**config.mk**
```make
export PLATFORM = sky130hd
export DESIGN_NAME = cbs_bridge
export DESIGN_NICKNAME = d
export VERILOG_FILES = /design/src/logic/cbs_pkg.sv /design/src/logic/cbs_addr_latch.sv /design/src/logic/cbs_bridge.sv
export SDC_FILE = /design/constraint.sdc
export NUM_CORES = 1
export LEC_CHECK = 0
export ABC_AREA = 0
export BUFFER_PORTS_ARGS = -buffer_cell sky130_fd_sc_hd__buf_4
export CORE_ASPECT_RATIO = 2
export CORE_MARGIN = 2
export CORE_UTILIZATION = 51
export CTS_CLUSTER_SIZE = 30
export DETAILED_ROUTE_END_ITERATION = 16
export GPL_TIMING_DRIVEN = 0
export PLACE_DENSITY = 0.85
export SLEW_MARGIN = 20
export SYNTH_ARGS = -nofsm -noshare
export SYNTH_HDL_FRONTEND = slang
export SYNTH_SLANG_ARGS = --single-unit
```
**constraint.sdc**
```tcl
create_clock -name sys_clk -period 3.5 [get_ports sys_clk]
set_clock_uncertainty 0.05 [all_clocks]
set_input_delay 0.875 -clock sys_clk [delete_from_list [all_inputs] [get_ports sys_clk]]
set_output_delay 0.875 -clock sys_clk [all_outputs]
set_load 0.05 [all_outputs]
```
**src/logic/cbs_pkg.sv**
```systemverilog
// constants shared by the bus sizing bridge
package cbs_pkg;
    localparam int ADDR_W = 24;
    localparam int DATA_W = 16;
    localparam int BYTE_W = 8;
    localparam int SYS_ADDR_HI = 19;
    localparam int HIGH_ADDR_LO = 17;
    localparam int HIGH_ADDR_HI = 23;
    localparam int PERIPH_ADDR_HI = 16;
    localparam logic [15:0] DATA_RESET = 16'h0000;
    localparam logic [23:0] ADDR_RESET = 24'h00_0000;

    typedef enum logic [2:0] {
        CBS_IDLE = 3'b000,
        CBS_WIDE = 3'b001,
        CBS_LOW = 3'b010,
        CBS_HIGH = 3'b011,
        CBS_DONE = 3'b100
    } cbs_state_t;
endpackage

```
**src/logic/cbs_addr_latch.sv**
```systemverilog
// address latch and unlatched high address buffer
`timescale 1ns/100ps
module cbs_addr_latch (
    input wire logic sys_clk,
    input wire logic rst,
    input wire logic clkEn,
    input wire logic addrStrobe,
    input wire logic [cbs_pkg::ADDR_W-1:0] cpuAddr,
    output logic [cbs_pkg::SYS_ADDR_HI:1] latchedSystemAddress,
    output logic [cbs_pkg::HIGH_ADDR_HI:cbs_pkg::HIGH_ADDR_LO] unlatchedHighAddress
);
    import cbs_pkg::*;

    logic [SYS_ADDR_HI:1] sysAddr_ff;
    logic [HIGH_ADDR_HI:HIGH_ADDR_LO] highAddr_ff;

    // latched copy held for the whole cycle
    always_ff @(posedge sys_clk) begin
        if (rst) begin
            sysAddr_ff <= ADDR_RESET[SYS_ADDR_HI:1];
        end else if (clkEn && addrStrobe) begin
            sysAddr_ff <= cpuAddr[SYS_ADDR_HI:1];
        end
    end

    // unlatched: follows the processor every cycle with clkEn high, one register stage only
    always_ff @(posedge sys_clk) begin
        if (rst) begin
            highAddr_ff <= ADDR_RESET[HIGH_ADDR_HI:HIGH_ADDR_LO];
        end else if (clkEn) begin
            highAddr_ff <= cpuAddr[HIGH_ADDR_HI:HIGH_ADDR_LO];
        end
    end

    assign latchedSystemAddress = sysAddr_ff;
    assign unlatchedHighAddress = highAddr_ff;

    a_high_follows: assert property (@(posedge sys_clk) disable iff (rst)
        clkEn |=> unlatchedHighAddress == $past(cpuAddr[HIGH_ADDR_HI:HIGH_ADDR_LO]))
        else $error("unlatched high address did not follow processor");
    a_latch_holds: assert property (@(posedge sys_clk) disable iff (rst)
        !(clkEn && addrStrobe) |=> $stable(latchedSystemAddress))
        else $error("latched address changed without strobe");
endmodule

```
**src/logic/cbs_bridge.sv**
```systemverilog
// processor to system bus sizing bridge with byte splitting
`timescale 1ns/100ps
module cbs_bridge (
    input wire logic sys_clk,
    input wire logic rst,
    input wire logic clkEn,
    input wire logic cpuReq,
    input wire logic cpuWrite,
    input wire logic cpuWord,
    input wire logic cpuMem,
    input wire logic target8,
    input wire logic dmaActive,
    input wire logic [cbs_pkg::ADDR_W-1:0] cpuAddr,
    input wire logic [cbs_pkg::DATA_W-1:0] processorDataBusIn,
    input wire logic [cbs_pkg::DATA_W-1:0] systemDataBusIn,
    input wire logic [cbs_pkg::DATA_W-1:0] memoryDataBusIn,
    input wire logic [cbs_pkg::BYTE_W-1:0] onboardPeripheralDataIn,
    input wire logic [cbs_pkg::PERIPH_ADDR_HI:1] onboardPeripheralAddressIn,
    output logic cpuAck,
    output logic [cbs_pkg::DATA_W-1:0] processorDataBus,
    output logic [cbs_pkg::ADDR_W-1:0] systemAddress,
    output logic [cbs_pkg::SYS_ADDR_HI:1] latchedSystemAddress,
    output logic [cbs_pkg::HIGH_ADDR_HI:cbs_pkg::HIGH_ADDR_LO] unlatchedHighAddress,
    output logic [cbs_pkg::PERIPH_ADDR_HI:1] onboardPeripheralAddress,
    output logic onboardPeripheralAddressOe,
    output logic [cbs_pkg::DATA_W-1:0] systemDataBus,
    output logic systemDataBusOe,
    output logic [cbs_pkg::DATA_W-1:0] memoryDataBus,
    output logic memoryDataBusOe,
    output logic [cbs_pkg::BYTE_W-1:0] onboardPeripheralData,
    output logic onboardPeripheralDataOe,
    output logic periphStrobe,
    output logic periphWrite,
    output logic periphA0
);
    import cbs_pkg::*;

    // ****************************************
    // state and registers
    // ****************************************
    cbs_state_t state_ff, nxt_state;
    logic write_ff, mem_ff, word_ff, a0_ff;
    logic [DATA_W-1:0] wdata_ff;
    logic [BYTE_W-1:0] lowByte_ff;
    logic [DATA_W-1:0] rdata_ff;
    logic ack_ff, strobe_ff, pwrite_ff, pa0_ff;
    logic [BYTE_W-1:0] pdata_ff;
    logic pdataOe_ff, sdOe_ff, mdOe_ff;
    logic [DATA_W-1:0] sd_ff, md_ff;
    logic [ADDR_W-1:0] fullAddr_ff;
    logic [PERIPH_ADDR_HI:1] xa_ff;
    logic xaOe_ff;
    logic dmaS1_ff, dmaS2_ff;

    // ****************************************
    // decode
    // ****************************************
    wire startReq = clkEn && cpuReq && state_ff == CBS_IDLE;
    // split only a non-memory word to a byte-wide target; everything else passes once
    wire needSplit = cpuWord && target8 && !cpuMem;
    wire isWideCycle = state_ff == CBS_WIDE;
    wire isLowCycle = state_ff == CBS_LOW;
    wire isHighCycle = state_ff == CBS_HIGH;
    wire byteCycle = isLowCycle || isHighCycle;
    // start edge uses the request itself: the captured copies only land on that edge
    wire curWrite = startReq ? cpuWrite : write_ff;
    wire [DATA_W-1:0] curWdata = startReq ? processorDataBusIn : wdata_ff;
    wire nxtByteCycle = nxt_state == CBS_LOW || nxt_state == CBS_HIGH;
    wire nxtNarrow = nxt_state == CBS_WIDE && !cpuMem && target8;
    // a byte access picks its lane from address bit zero
    wire nxtHighLane = nxt_state == CBS_HIGH || (nxt_state == CBS_WIDE && cpuAddr[0]);
    wire [BYTE_W-1:0] writeByte = nxtHighLane ? curWdata[DATA_W-1:BYTE_W] : curWdata[BYTE_W-1:0];
    wire [DATA_W-1:0] wideRead = mem_ff ? memoryDataBusIn : systemDataBusIn;

    always_comb begin
        nxt_state = state_ff;
        case (state_ff)
            CBS_IDLE: begin
                if (startReq) begin
                    nxt_state = needSplit ? CBS_LOW : CBS_WIDE;
                end
            end
            CBS_WIDE: nxt_state = CBS_DONE;
            CBS_LOW: nxt_state = CBS_HIGH;
            CBS_HIGH: nxt_state = CBS_DONE;
            CBS_DONE: nxt_state = CBS_IDLE;
            default: nxt_state = CBS_IDLE;
        endcase
    end

    // ****************************************
    // address path
    // ****************************************
    cbs_addr_latch u_addr (
        .sys_clk(sys_clk),
        .rst(rst),
        .clkEn(clkEn),
        .addrStrobe(startReq),
        .cpuAddr(cpuAddr),
        .latchedSystemAddress(latchedSystemAddress),
        .unlatchedHighAddress(unlatchedHighAddress)
    );

    always_ff @(posedge sys_clk) begin
        if (rst) begin
            state_ff <= CBS_IDLE;
            write_ff <= 1'b0;
            mem_ff <= 1'b0;
            word_ff <= 1'b0;
            a0_ff <= 1'b0;
            wdata_ff <= DATA_RESET;
            fullAddr_ff <= ADDR_RESET;
        end else if (clkEn) begin
            state_ff <= nxt_state;
            if (startReq) begin
                write_ff <= cpuWrite;
                mem_ff <= cpuMem;
                word_ff <= cpuWord;
                a0_ff <= cpuAddr[0];
                wdata_ff <= processorDataBusIn;
                fullAddr_ff <= cpuAddr;
            end
        end
    end

    // dma level comes from another bus master: two-stage sync
    always_ff @(posedge sys_clk) begin
        if (rst) begin
            dmaS1_ff <= 1'b0;
            dmaS2_ff <= 1'b0;
            xa_ff <= '0;
            xaOe_ff <= 1'b1;
        end else if (clkEn) begin
            dmaS1_ff <= dmaActive;
            dmaS2_ff <= dmaS1_ff;
            xaOe_ff <= !dmaS2_ff;
            xa_ff <= dmaS2_ff ? xa_ff : latchedSystemAddress[PERIPH_ADDR_HI:1];
        end
    end

    // ****************************************
    // data path
    // ****************************************
    always_ff @(posedge sys_clk) begin
        if (rst) begin
            lowByte_ff <= '0;
            rdata_ff <= DATA_RESET;
            ack_ff <= 1'b0;
            strobe_ff <= 1'b0;
            pwrite_ff <= 1'b0;
            pa0_ff <= 1'b0;
            pdata_ff <= '0;
            pdataOe_ff <= 1'b0;
            sdOe_ff <= 1'b0;
            mdOe_ff <= 1'b0;
            sd_ff <= DATA_RESET;
            md_ff <= DATA_RESET;
        end else if (clkEn) begin
            ack_ff <= nxt_state == CBS_DONE;
            strobe_ff <= nxtByteCycle || nxtNarrow;
            pwrite_ff <= curWrite;
            // low byte first, then high byte on the odd address
            pa0_ff <= nxtHighLane;
            // write data launches with the strobe so the target sees both in one cycle
            pdataOe_ff <= (nxtByteCycle || nxtNarrow) && curWrite;
            pdata_ff <= writeByte;
            mdOe_ff <= nxt_state == CBS_WIDE && cpuMem && curWrite;
            md_ff <= curWdata;
            sdOe_ff <= (nxt_state == CBS_WIDE && curWrite) || (byteCycle && !write_ff);
            sd_ff <= curWrite ? curWdata
                : (isHighCycle ? {onboardPeripheralDataIn, lowByte_ff}
                : {{BYTE_W{1'b0}}, onboardPeripheralDataIn});
            if (isLowCycle && !write_ff) begin
                lowByte_ff <= onboardPeripheralDataIn;
            end
            if (isHighCycle && !write_ff) begin
                rdata_ff <= {onboardPeripheralDataIn, lowByte_ff};
            end else if (isWideCycle && !write_ff) begin
                // byte access to a byte target returns the byte on both lanes
                rdata_ff <= (target8 && !mem_ff && !word_ff)
                    ? {onboardPeripheralDataIn, onboardPeripheralDataIn} : wideRead;
            end
        end
    end

    assign cpuAck = ack_ff;
    assign processorDataBus = rdata_ff;
    assign systemAddress = fullAddr_ff;
    assign onboardPeripheralAddress = xa_ff;
    assign onboardPeripheralAddressOe = xaOe_ff;
    assign systemDataBus = sd_ff;
    assign systemDataBusOe = sdOe_ff;
    assign memoryDataBus = md_ff;
    assign memoryDataBusOe = mdOe_ff;
    assign onboardPeripheralData = pdata_ff;
    assign onboardPeripheralDataOe = pdataOe_ff;
    assign periphStrobe = strobe_ff;
    assign periphWrite = pwrite_ff;
    assign periphA0 = pa0_ff;

    // ****************************************
    // checks
    // ****************************************
    a_split_order: assert property (@(posedge sys_clk) disable iff (rst)
        (clkEn && state_ff == CBS_LOW) |=> state_ff == CBS_HIGH || !clkEn)
        else $error("byte split did not move to high byte");
    a_split_start: assert property (@(posedge sys_clk) disable iff (rst)
        (startReq && needSplit) |=> state_ff == CBS_LOW)
        else $error("byte split not taken");
    a_wide_start: assert property (@(posedge sys_clk) disable iff (rst)
        (startReq && !needSplit) |=> state_ff == CBS_WIDE)
        else $error("pass through not taken");
    a_low_first: assert property (@(posedge sys_clk) disable iff (rst)
        (clkEn && state_ff == CBS_LOW) |-> !periphA0 && periphStrobe)
        else $error("low byte cycle addressed wrong byte");
    a_high_second: assert property (@(posedge sys_clk) disable iff (rst)
        (clkEn && state_ff == CBS_HIGH) |-> periphA0 && periphStrobe)
        else $error("high byte cycle addressed wrong byte");
    a_high_lane: assert property (@(posedge sys_clk) disable iff (rst)
        (clkEn && state_ff == CBS_HIGH && write_ff)
        |-> onboardPeripheralDataOe && onboardPeripheralData == wdata_ff[DATA_W-1:BYTE_W])
        else $error("high byte write lane wrong");
    a_read_merge: assert property (@(posedge sys_clk) disable iff (rst)
        (clkEn && state_ff == CBS_HIGH && !write_ff)
        |=> processorDataBus == {$past(onboardPeripheralDataIn), $past(lowByte_ff)})
        else $error("merged word wrong");
    a_dma_reverse: assert property (@(posedge sys_clk) disable iff (rst)
        (clkEn && dmaS2_ff) |=> !onboardPeripheralAddressOe)
        else $error("address buffer still driving during dma");
    a_mem_dir: assert property (@(posedge sys_clk) disable iff (rst)
        memoryDataBusOe |-> write_ff && mem_ff)
        else $error("memory buffer driven on read");
    a_ack_timing: assert property (@(posedge sys_clk) disable iff (rst)
        (startReq && needSplit) ##1 clkEn[*2] |=> cpuAck)
        else $error("split access ack late");

    c_split_read: cover property (@(posedge sys_clk) startReq && needSplit && !cpuWrite);
    c_split_write: cover property (@(posedge sys_clk) startReq && needSplit && cpuWrite);
    c_mem_write: cover property (@(posedge sys_clk) startReq && cpuMem && cpuWrite);
    c_dma: cover property (@(posedge sys_clk) dmaS2_ff);
endmodule

```
==> results of run 1 <==
[final cells by class]
class	count	area [sq um]	area share, %
clock inverter	10	137.6	1.747
buffer	66	399.1	5.067
sequential	125	2502	31.77
multi-input combinational	416	2542	32.27
clock buffer	21	480.5	6.099
tap	137	171.4	2.176
inverter	4	15.01	0.1906
timing repair buffer	217	1629	20.68
[stage by stage]
stage | util, % | hold WS [ns]
2_1_floorplan | - | 0.3954
3_3_place_gp | 69.29 | 0.3922
3_5_place_dp | 69.29 | 0.4013
4_1_cts | 75.19 | 0.4084
5_1_grt | 75.19 | 0.4294
6_report | 75.19 | 0.4069
[routing by layer]
metal  vias to the layer above  track usage [%]
met5                         -                0
met4                         0            24.29
met3                        95            7.134
met2                       342            59.26
met1                      2661            28.84
li1                       2588                -
[final timing paths]
check,from,endpoint
max,rst,systemDataBus[7]
min,onboardPeripheralAddress[3],onboardPeripheralAddress[3]
max reg2reg,state_ff[2],onboardPeripheralData[2]
min reg2reg,onboardPeripheralAddress[3],onboardPeripheralAddress[3]
[sequential cells by signal, summed over array words and instances (netlist names), 3 cells and up]
name / cells
processorDataBus: 16
memoryDataBus: 16
lowByte_ff: 8
u_addr.unlatchedHighAddress: 7
systemDataBus: 16
onboardPeripheralData: 8
onboardPeripheralAddress: 16
state_ff: 3
systemAddress: 24
[Yosys cell counts (all sizes together) (3+ instances only)]
library cell / n
o221ai: 8
o2111ai: 8
nand2b: 11
nand2: 114
inv: 4
mux2: 8
dfxtp: 125
a22oi: 8
buf: 42
a21oi: 48
a311oi: 8
o211ai: 9
clkbuf: 23
o22ai: 8
nor2: 60
a211o: 8
mux2i: 58
nand3: 34
and2: 3
[where the power goes]
group / internal [mW] / switching, mW
sequential: 1.49 / 0.0468
clock: 1.19 / 0.635
combinational: 0.273 / 0.499
[cell families after synthesis]
family,share of synthesized area [%]
AND/OR/NAND/NOR,19.16
AO/OA/AOI/OAI,15.13
buffers and inverters,7.587
multiplexers,12.29
flip-flops,45.84
[tightest hold or removal path, delay by kind of cell (launching register included)]
kind / cells / cell delay, ns
flip-flops: 1 / 0.31
AO/OA/AOI/OAI: 1 / 0.05
AND/OR/NAND/NOR: 1 / 0.05
==> impl_metrics.json, run 1 <==
{
  "clock_sinks": 125,
  "fp.dieW_microns": 77.16,
  "cp_slowest_cell": "clkbuf_1",
  "post_cts_buffers": 0,
  "final_common_cell": "buf_4",
  "met3RoutedLength_microns": 1503,
  "reg2reg_slack_ns": 1.42,
  "start_kind": "primary input",
  "yosys-top-cells-area": "dfxtp_1 (46%), mux2i_1 (11%), nand2_1 (7.8%), a21oi_1 (4.3%), nor2_1 (4.1%)",
  "wire_per_inst_microns": 19.02,
  "max_cap_violations": 0,
  "final_cell_mix": "buf_4 (240), dfxtp_1 (125), nand2_1 (114), nor2_1 (60), mux2i_1 (58)",
  "setup_slack_ns": 1.183,
  "htreeDepth": 4,
  "grt_antenna_before_repair": 0,
  "layout-drive-gt1-share_pct": 36.09,
  "finalPower_mw": 4.127,
  "cts-root-buf": "clkbuf_16",
  "finalSetupViolCount": 0,
  "ir_drop_v": 0.0005151,
  "ys_seq_area_share_pct": 45.84,
  "cp.arrival_ns": 2.60,
  "wl_microns": 18940,
  "hpwlAfterDp_microns": 14550,
  "hold_class": "register to register",
  "clock_path_buffers": 2,
  "cpPeakStageDelay_ns": 0.55,
  "initial_utilization_pct": 52.10,
  "synth_seq_cells": 125,
  "max_freq_mhz": 431.5,
  "synth_top_area_share_pct": 45.84,
  "synth_edf_count": 0,
  "ys_types": 47,
  "vias_per_cell": 5.709,
  "cts_tree": "yes",
  "max_slew_margin_pct": 53.11,
  "track_usage_pct": 31.66,
  "reg2reg_depth": 7,
  "fin_crit_ns": 2.317,
  "cts_buffers": 17,
  "yosysWarnings": 0,
  "syn_inst": 611,
  "grt_start_max_net_pins": 17,
  "grt_pass1_wl_microns": 28390,
  "die_area_sq_mm": 0.01160,
  "status": "completed",
  "fillers": 753,
  "clk_latency_ns": 0.42,
  "rsz0062_at_grt": "no",
  "dp_slack_ns": 0.8543,
  "synth_top_area_cell": "dfxtp_1",
  "grt_pass1_vias": 5733,
  "synth.net_count": 716,
  "io_pins": 235,
  "area_growth_syn_to_layout_pct": 44.30,
  "tightest_slew_ns": 0.7034,
  "clk_pin_slew_ns": 0.06,
  "cp.depth": 6,
  "overflow": 0,
  "crit_family": "buffers and inverters",
  "dpl_cell_area_sq_mm": 0.007259,
  "timing.final.hold_violations": 0,
  "finalCritPeriodShare_pct": 66.21,
  "syn_area_sq_mm": 0.005459,
  "powerDensity_mw_per_mm2": 523.9,
  "via_count": 5686,
  "cp.required_ns": 3.78,
  "route.layer.met1.wl_microns": 5820,
  "path_max_fanout": 10,
  "cts_hold_buf": 0,
  "hold_depth": 2,
  "antenna_left": 0,
  "routed.top_layer": "met4",
  "crit_path_frequent_cell": "clkbuf_1",
  "cts_resized": 0,
  "p_leak_nw": 3.500,
  "dr_wl_met2_microns": 10360,
  "ys.flop_type": "dfxtp_1",
  "die_y_microns": 150.3,
  "crit_type": "primary input to register",
  "n_antenna_cell": 0,
  "critPathBufInv": 3,
  "path_cells": "buf_4 -> clkbuf_1 -> nor2_1 -> clkbuf_1 -> nand2_1 -> o2111ai_1",
  "fin_cells": 996,
  "rows": 53,
  "drt-pass1-iter-count": 5,
  "post-place-cells": 965,
  "asyncSetResetFlopFracSynth_pct": 0,
  "end_kind": "register",
  "slew_viol_final": 0,
  "avgSynthCellArea_sq_um": 8.935,
  "globalplace.congestion": 0.8936,
  "port_buffers": 217,
  "num-nets-final": 952,
  "drt-initial-drc-count": 350,
  "core-area_sq_mm": 0.01048,
  "drc_errors": 0,
  "setup_tns_ns": 0,
  "design_area_sq_mm": 0.007878
}
(Power assumes the default switching activity.)
==> inputs of run 2 (changes only) <==
--- a/config.mk
+++ b/config.mk
@@ -5,15 +5,15 @@
 export SDC_FILE = /design/constraint.sdc
 export NUM_CORES = 1
 export LEC_CHECK = 0
-export ABC_AREA = 0
+export ABC_AREA = 1
 export BUFFER_PORTS_ARGS = -buffer_cell sky130_fd_sc_hd__buf_4
 export CORE_ASPECT_RATIO = 2
 export CORE_MARGIN = 2
-export CORE_UTILIZATION = 51
+export CORE_UTILIZATION = 48
 export CTS_CLUSTER_SIZE = 30
 export DETAILED_ROUTE_END_ITERATION = 16
 export GPL_TIMING_DRIVEN = 0
-export PLACE_DENSITY = 0.85
+export PLACE_DENSITY = 0.8
 export SLEW_MARGIN = 20
 export SYNTH_ARGS = -nofsm -noshare
 export SYNTH_HDL_FRONTEND = slang
==> constraint.sdc (replaced) <==
create_clock -name sys_clk -period 2.3 [get_ports sys_clk]
set_clock_uncertainty 0.05 [all_clocks]
set_input_delay 0.575 -clock sys_clk [delete_from_list [all_inputs] [get_ports sys_clk]]
set_output_delay 0.575 -clock sys_clk [all_outputs]
set_load 0.05 [all_outputs]
==> run 2 against run 1 <==
Net effect:
- non-clock buffer count unchanged
- sequential power increased by 56%
- routed wire length down 1.3%
- power increased by 66%
- synthesized area up 1.1%
- critical path type is now register to register
- largest power group unchanged
- synthesized cell count is 22% higher
- first-iteration DRC count is 10% lower
- core utilization shrank 4.3 points
==> impl_metrics.json, run 2 <==
{
  "crit_path_end": "processorDataBus[6]",
  "cts-root-buf": "clkbuf_16",
  "fin_cells": 1134,
  "ys_types": 34,
  "synth.net_count": 848,
  "swShare_pct": 29.09,
  "antenna_left": 0,
  "path_cells": "buf_2 -> nor3_2 -> inv_1 -> clkbuf_1 -> nand3_1 -> o211ai_1 -> a31oi_1",
  "cp.required_ns": 2.52,
  "cts_tree": "yes",
  "cpPeakStageDelay_ns": 0.46,
  "avgSynthCellArea_sq_um": 7.425,
  "cp-startpoint": "mem_ff",
  "clkPwrFrac_pct": 44.4,
  "rows": 55,
  "powerDensity_mw_per_mm2": 854.4,
  "reg2reg_to": "processorDataBus[6]",
  "finalPower_mw": 6.832,
  "overflow": 0,
  "seq_area_sq_mm": 0.002502,
  "cts_hold_buf": 0,
  "post_cts_buffers": 0,
  "dpl_cell_area_sq_mm": 0.007323,
  "clock_path_buffers": 2,
  "drt-pass1-iter-count": 5,
  "hpwlAfterDp_microns": 14460,
  "io_pins": 235,
  "cts_resized": 0,
  "ir_drop_v": 0.0006307,
  "vias_per_cell": 5.217,
  "globalplace.congestion": 0.9080,
  "track_usage_pct": 30.41,
  "finalSetupViolCount": 0,
  "status": "completed",
  "p_sw_mw": 1.988,
  "grt_pass1_wl_microns": 28660,
  "largest_register_ff_count": 24,
  "rsz0062_at_grt": "no",
  "htreeDepth": 4,
  "die_y_microns": 155.6,
  "syn_area_sq_mm": 0.005517,
  "ys_seq_area_share_pct": 45.36,
  "reg2reg_slack_ns": 0.50,
  "fin_crit_ns": 1.800,
  "p_leak_nw": 3.887,
  "finalCritPeriodShare_pct": 78.24,
  "cts_buffers": 17,
  "cp.arrival_ns": 2.02,
  "timing.final.hold_violations": 0,
  "hold_class": "primary input to register",
  "synth_edf_count": 0,
  "max_cap_violations": 0,
  "cp_slowest_cell": "clkbuf_1",
  "yosys-top-cells-area": "dfxtp_1 (45%), nand2_1 (13%), a21oi_1 (5.6%), o21ai_0 (4.9%), nor2_1 (4.8%)",
  "syn_inst": 743,
  "design_area_sq_mm": 0.007996,
  "clock_sinks": 125,
  "yosys-top-cells-count": "nand2_1 (184), dfxtp_1 (125), nor2_1 (71), a21oi_1 (62), inv_1 (55)",
  "core-area_sq_mm": 0.01129,
  "port_buffers": 217,
  "grt_pass1_vias": 5701,
  "clk_latency_ns": 0.41,
  "fillers": 960,
  "max_slew_margin_pct": 58.86,
  "hold_depth": 3,
  "area_growth_syn_to_layout_pct": 44.95,
  "slew_viol_final": 0,
  "synth_most_common_cell": "nand2_1",
  "synth_top_area_share_pct": 45.36,
  "initial_utilization_pct": 48.88,
  "p_seq_share_pct": 34.8,
  "via_count": 5916,
  "clk_pin_slew_ns": 0.06,
  "asyncSetResetFlopFracSynth_pct": 0,
  "fp.dieW_microns": 79.81,
  "end_kind": "register",
  "r2r-start": "mem_ff",
  "final_common_cell": "buf_4",
  "wl_microns": 18690,
  "grt_antenna_before_repair": 0,
  "grt_start_max_net_pins": 17,
  "die_area_sq_mm": 0.01242,
  "p_int_mw": 4.844,
  "multiInputGateArea_sq_mm": 0.002376,
  "max_freq_mhz": 555.7,
  "drt-initial-drc-count": 314,
  "num-nets-final": 1084,
  "hold_ws_ns": 0.3506,
  "drc_errors": 0,
  "ys.flop_type": "dfxtp_1",
  "synth_top_area_cell": "dfxtp_1",
  "p_comb_share_pct": 20.8,
  "layout-drive-gt1-share_pct": 31.85,
  "wire_per_inst_microns": 16.48,
  "post-place-cells": 1102,
  "final_cell_mix": "buf_4 (241), nand2_1 (184), dfxtp_1 (125), nor2_1 (71), a21oi_1 (62)",
  "synth_seq_cells": 125,
  "yosysWarnings": 0,
  "tightest_slew_ns": 0.6171,
  "crit_type": "register to register",
  "n_antenna_cell": 0,
  "reg2reg_depth": 7,
  "path_max_fanout": 10,
  "start_kind": "register",
  "setup_tns_ns": 0
}
-- run 2: layout make-up --
type,instances,area share (%)
inverter,60,2.942
multi-input combinational,492,29.71
clock inverter,11,2.660
clock buffer,21,5.758
tap,142,2.222
buffer,66,5.038
sequential,125,31.29
timing repair buffer,217,20.37
-- run 2: layer usage --
layer	share of wire [%]	GRT usage, %	routed length, microns	vias up
li1	-	-	-	2907
met1	36	31.31	6776	2688
met2	53	55.42	9825	268
met3	6.4	6.944	1192	53
met4	4.8	16.38	896	0
met5	0	0	0	-
-- run 2: power by group through the flow --
stage               clock network (mW)  registers (mW)  logic (mW)
finish                            3.04            2.38        1.42
global route                      3.17            2.39        1.51
CTS                               3.06            2.37        1.42
detailed placement                   0            2.42        1.41
global placement                     0            2.42        1.40
floorplan                            0            2.80       0.531
-- run 2: kinds of logic (layout without fill, tap and decap cells) --
group / count (synthesis) / in the layout / share of synthesized area, %
AOI/OAI and AO/OA: 176 / 176 / 18.73
DFF: 125 / 125 / 45.36
and+or+nand+nor: 316 / 316 / 24.34
buffers and inverters: 126 / 375 / 11.57
-- run 2: worst min-delay path by stage --
stage | slack, ns | start | endpoint
after floorplan | 0.40 | dmaS1_ff | dmaS2_ff
after detailed placement | 0.40 | onboardPeripheralAddressOe | onboardPeripheralAddressOe
after CTS | 0.34 | dmaActive | dmaS1_ff
after global placement | 0.39 | onboardPeripheralAddressOe | onboardPeripheralAddressOe
after global routing | 0.35 | cpuAddr[18] | u_addr.unlatchedHighAddress[18]
final | 0.35 | dmaActive | dmaS1_ff
-- run 2: metrics by stage --
step                worst slack [ns]  utilization (%)
global placement              0.2598            64.89
CTS                           0.5311            70.85
global route                  0.3591            70.85
floorplan                     0.5351                -
finish                        0.5004            70.85
detailed placement            0.2521            64.89
-- run 2: worst max-delay path, delay by kind of cell (launching register included) --
family,cells,cell delay (ns)
and+or+nand+nor,2,0.25
AOI/OAI and AO/OA,2,0.24
DFF,1,0.30
buffers and inverters,3,0.84
==> inputs of run 3 (changes only) <==
==> constraint.sdc (replaced) <==
create_clock -name sys_clk -period 1.78 [get_ports sys_clk]
set_clock_uncertainty 0.05 [all_clocks]
set_input_delay 0.445 -clock sys_clk [delete_from_list [all_inputs] [get_ports sys_clk]]
set_output_delay 0.445 -clock sys_clk [all_outputs]
set_load 0.05 [all_outputs]
==> run 3 against run 2 <==
Net effect:
- via count grew 0.12%
- die area unchanged
- combinational power up 30%
- count of clock-buffer cells in the layout unchanged
- critical path depth stayed put
- largest cell class unchanged
==> impl_metrics.json, run 3 (synthesis gave the netlist of run 2 again) <==
{
  "status": "completed",
  "die_y_microns": 155.6,
  "die_area_sq_mm": 0.01242,
  "cts_buffers": 17,
  "finalSetupViolCount": 0,
  "tightest_slew_ns": 0.6184,
  "hpwlAfterDp_microns": 14460,
  "drc_errors": 0,
  "hold_class": "primary input to register",
  "cp.required_ns": 2.02,
  "finalCritPeriodShare_pct": 93.30,
  "n_antenna_cell": 0,
  "grt_pass1_vias": 5701,
  "htreeDepth": 4,
  "cts_hold_buf": 0,
  "wl_microns": 18740,
  "ir_drop_v": 0.0008150,
  "clock_sinks": 125,
  "max_freq_mhz": 602.2,
  "rsz0062_at_grt": "no",
  "area_growth_syn_to_layout_pct": 45.09,
  "final_common_cell": "buf_4",
  "port_buffers": 217,
  "finalPower_mw": 8.838,
  "overflow": 0,
  "max_slew_margin_pct": 58.77,
  "core-area_sq_mm": 0.01129,
  "path_cells": "inv_2 -> nand3_4 -> o21ai_2 -> inv_1 -> buf_2 -> nor2_1 -> a211oi_2",
  "final_cell_mix": "buf_4 (241), nand2_1 (183), dfxtp_1 (124), nor2_1 (71), a21oi_1 (62)",
  "cts_resized": 0,
  "drt-pass1-iter-count": 6,
  "clk_latency_ns": 0.41,
  "cp_slowest_cell": "dfxtp_2",
  "max_cap_violations": 0,
  "grt_antenna_before_repair": 0,
  "design_area_sq_mm": 0.008004,
  "wire_per_inst_microns": 16.52,
  "post_cts_buffers": 0,
  "cts_tree": "yes",
  "cts-root-buf": "clkbuf_16",
  "largest_register_ff_count": 24,
  "critPathBufInv": 3,
  "rows": 55,
  "crit_family": "buffers and inverters",
  "antenna_left": 0,
  "start_kind": "register",
  "setup_tns_ns": 0,
  "cp.arrival_ns": 1.90,
  "num-nets-final": 1084,
  "grt_pass1_wl_microns": 28660,
  "via_count": 5923,
  "p_leak_nw": 3.892,
  "cpPeakStageDelay_ns": 0.35,
  "initial_utilization_pct": 48.88,
  "clock_path_buffers": 2,
  "clk_pin_slew_ns": 0.06,
  "slew_viol_final": 0,
  "globalplace.congestion": 0.9080,
  "end_kind": "register",
  "dpl_cell_area_sq_mm": 0.007323,
  "track_usage_pct": 30.41,
  "vias_per_cell": 5.223,
  "grt_start_max_net_pins": 17,
  "io_pins": 235,
  "fp.dieW_microns": 79.81,
  "fin_crit_ns": 1.661,
  "path_max_fanout": 10,
  "crit_type": "register to register",
  "fillers": 959,
  "powerDensity_mw_per_mm2": 1104,
  "layout-drive-gt1-share_pct": 32.16,
  "timing.final.hold_violations": 0,
  "drt-initial-drc-count": 314
}
## run 3: worst min-delay path: cells and delay by family
family | cells | cell delay, ns
simple gates | 2 | 0.12
buf+inv | 1 | 0.08
## run 3: layer usage
layer	routed length (microns)	global-route usage (%)	share of wire, %
met1	6684	31.31	36
met2	9852	55.42	53
met3	1253	6.944	6.7
met4	948	16.38	5.1
met5	0	0	0
## run 3: final timing paths
kind                                    from                          to  slack (ns)  cells past startpoint
setup / recovery                 state_ff[1]            systemDataBus[5]        0.12                      7
hold / removal                     dmaActive                    dmaS1_ff        0.22                      3
setup reg to reg                 state_ff[1]            systemDataBus[5]        0.12                      7
hold reg to reg   onboardPeripheralAddressOe  onboardPeripheralAddressOe        0.41                      2
## run 3: layout make-up
type	instances	area (sq um)	area share (%)
inverters	60	235.2	2.939
well taps	142	177.7	2.220
multi-input cells	492	2379	29.72
clock inverters	11	212.7	2.657
plain buffers	66	406.6	5.081
repair buffers	217	1629	20.35
flip-flops and latches	125	2504	31.28
clock buffers	21	460.4	5.753
## run 3: report_power, final
group	internal [mW]	switching, mW
combinational	0.601	1.24
sequential	2.96	0.107
clock	2.70	1.23
## run 3: stage by stage
step | setup slack [ns] | std cells | utilization, % | hold WS [ns]
2_1_floorplan | 0.01508 | 743 | - | 0.3995
3_3_place_gp | -0.1302 | 1102 | 64.89 | 0.3943
3_5_place_dp | -0.1379 | 1102 | 64.89 | 0.4048
4_1_cts | 0.01601 | 1134 | 70.85 | 0.2080
5_1_grt | 0.01425 | 1134 | 70.92 | 0.2180
6_report | 0.1193 | 1134 | 70.92 | 0.2185
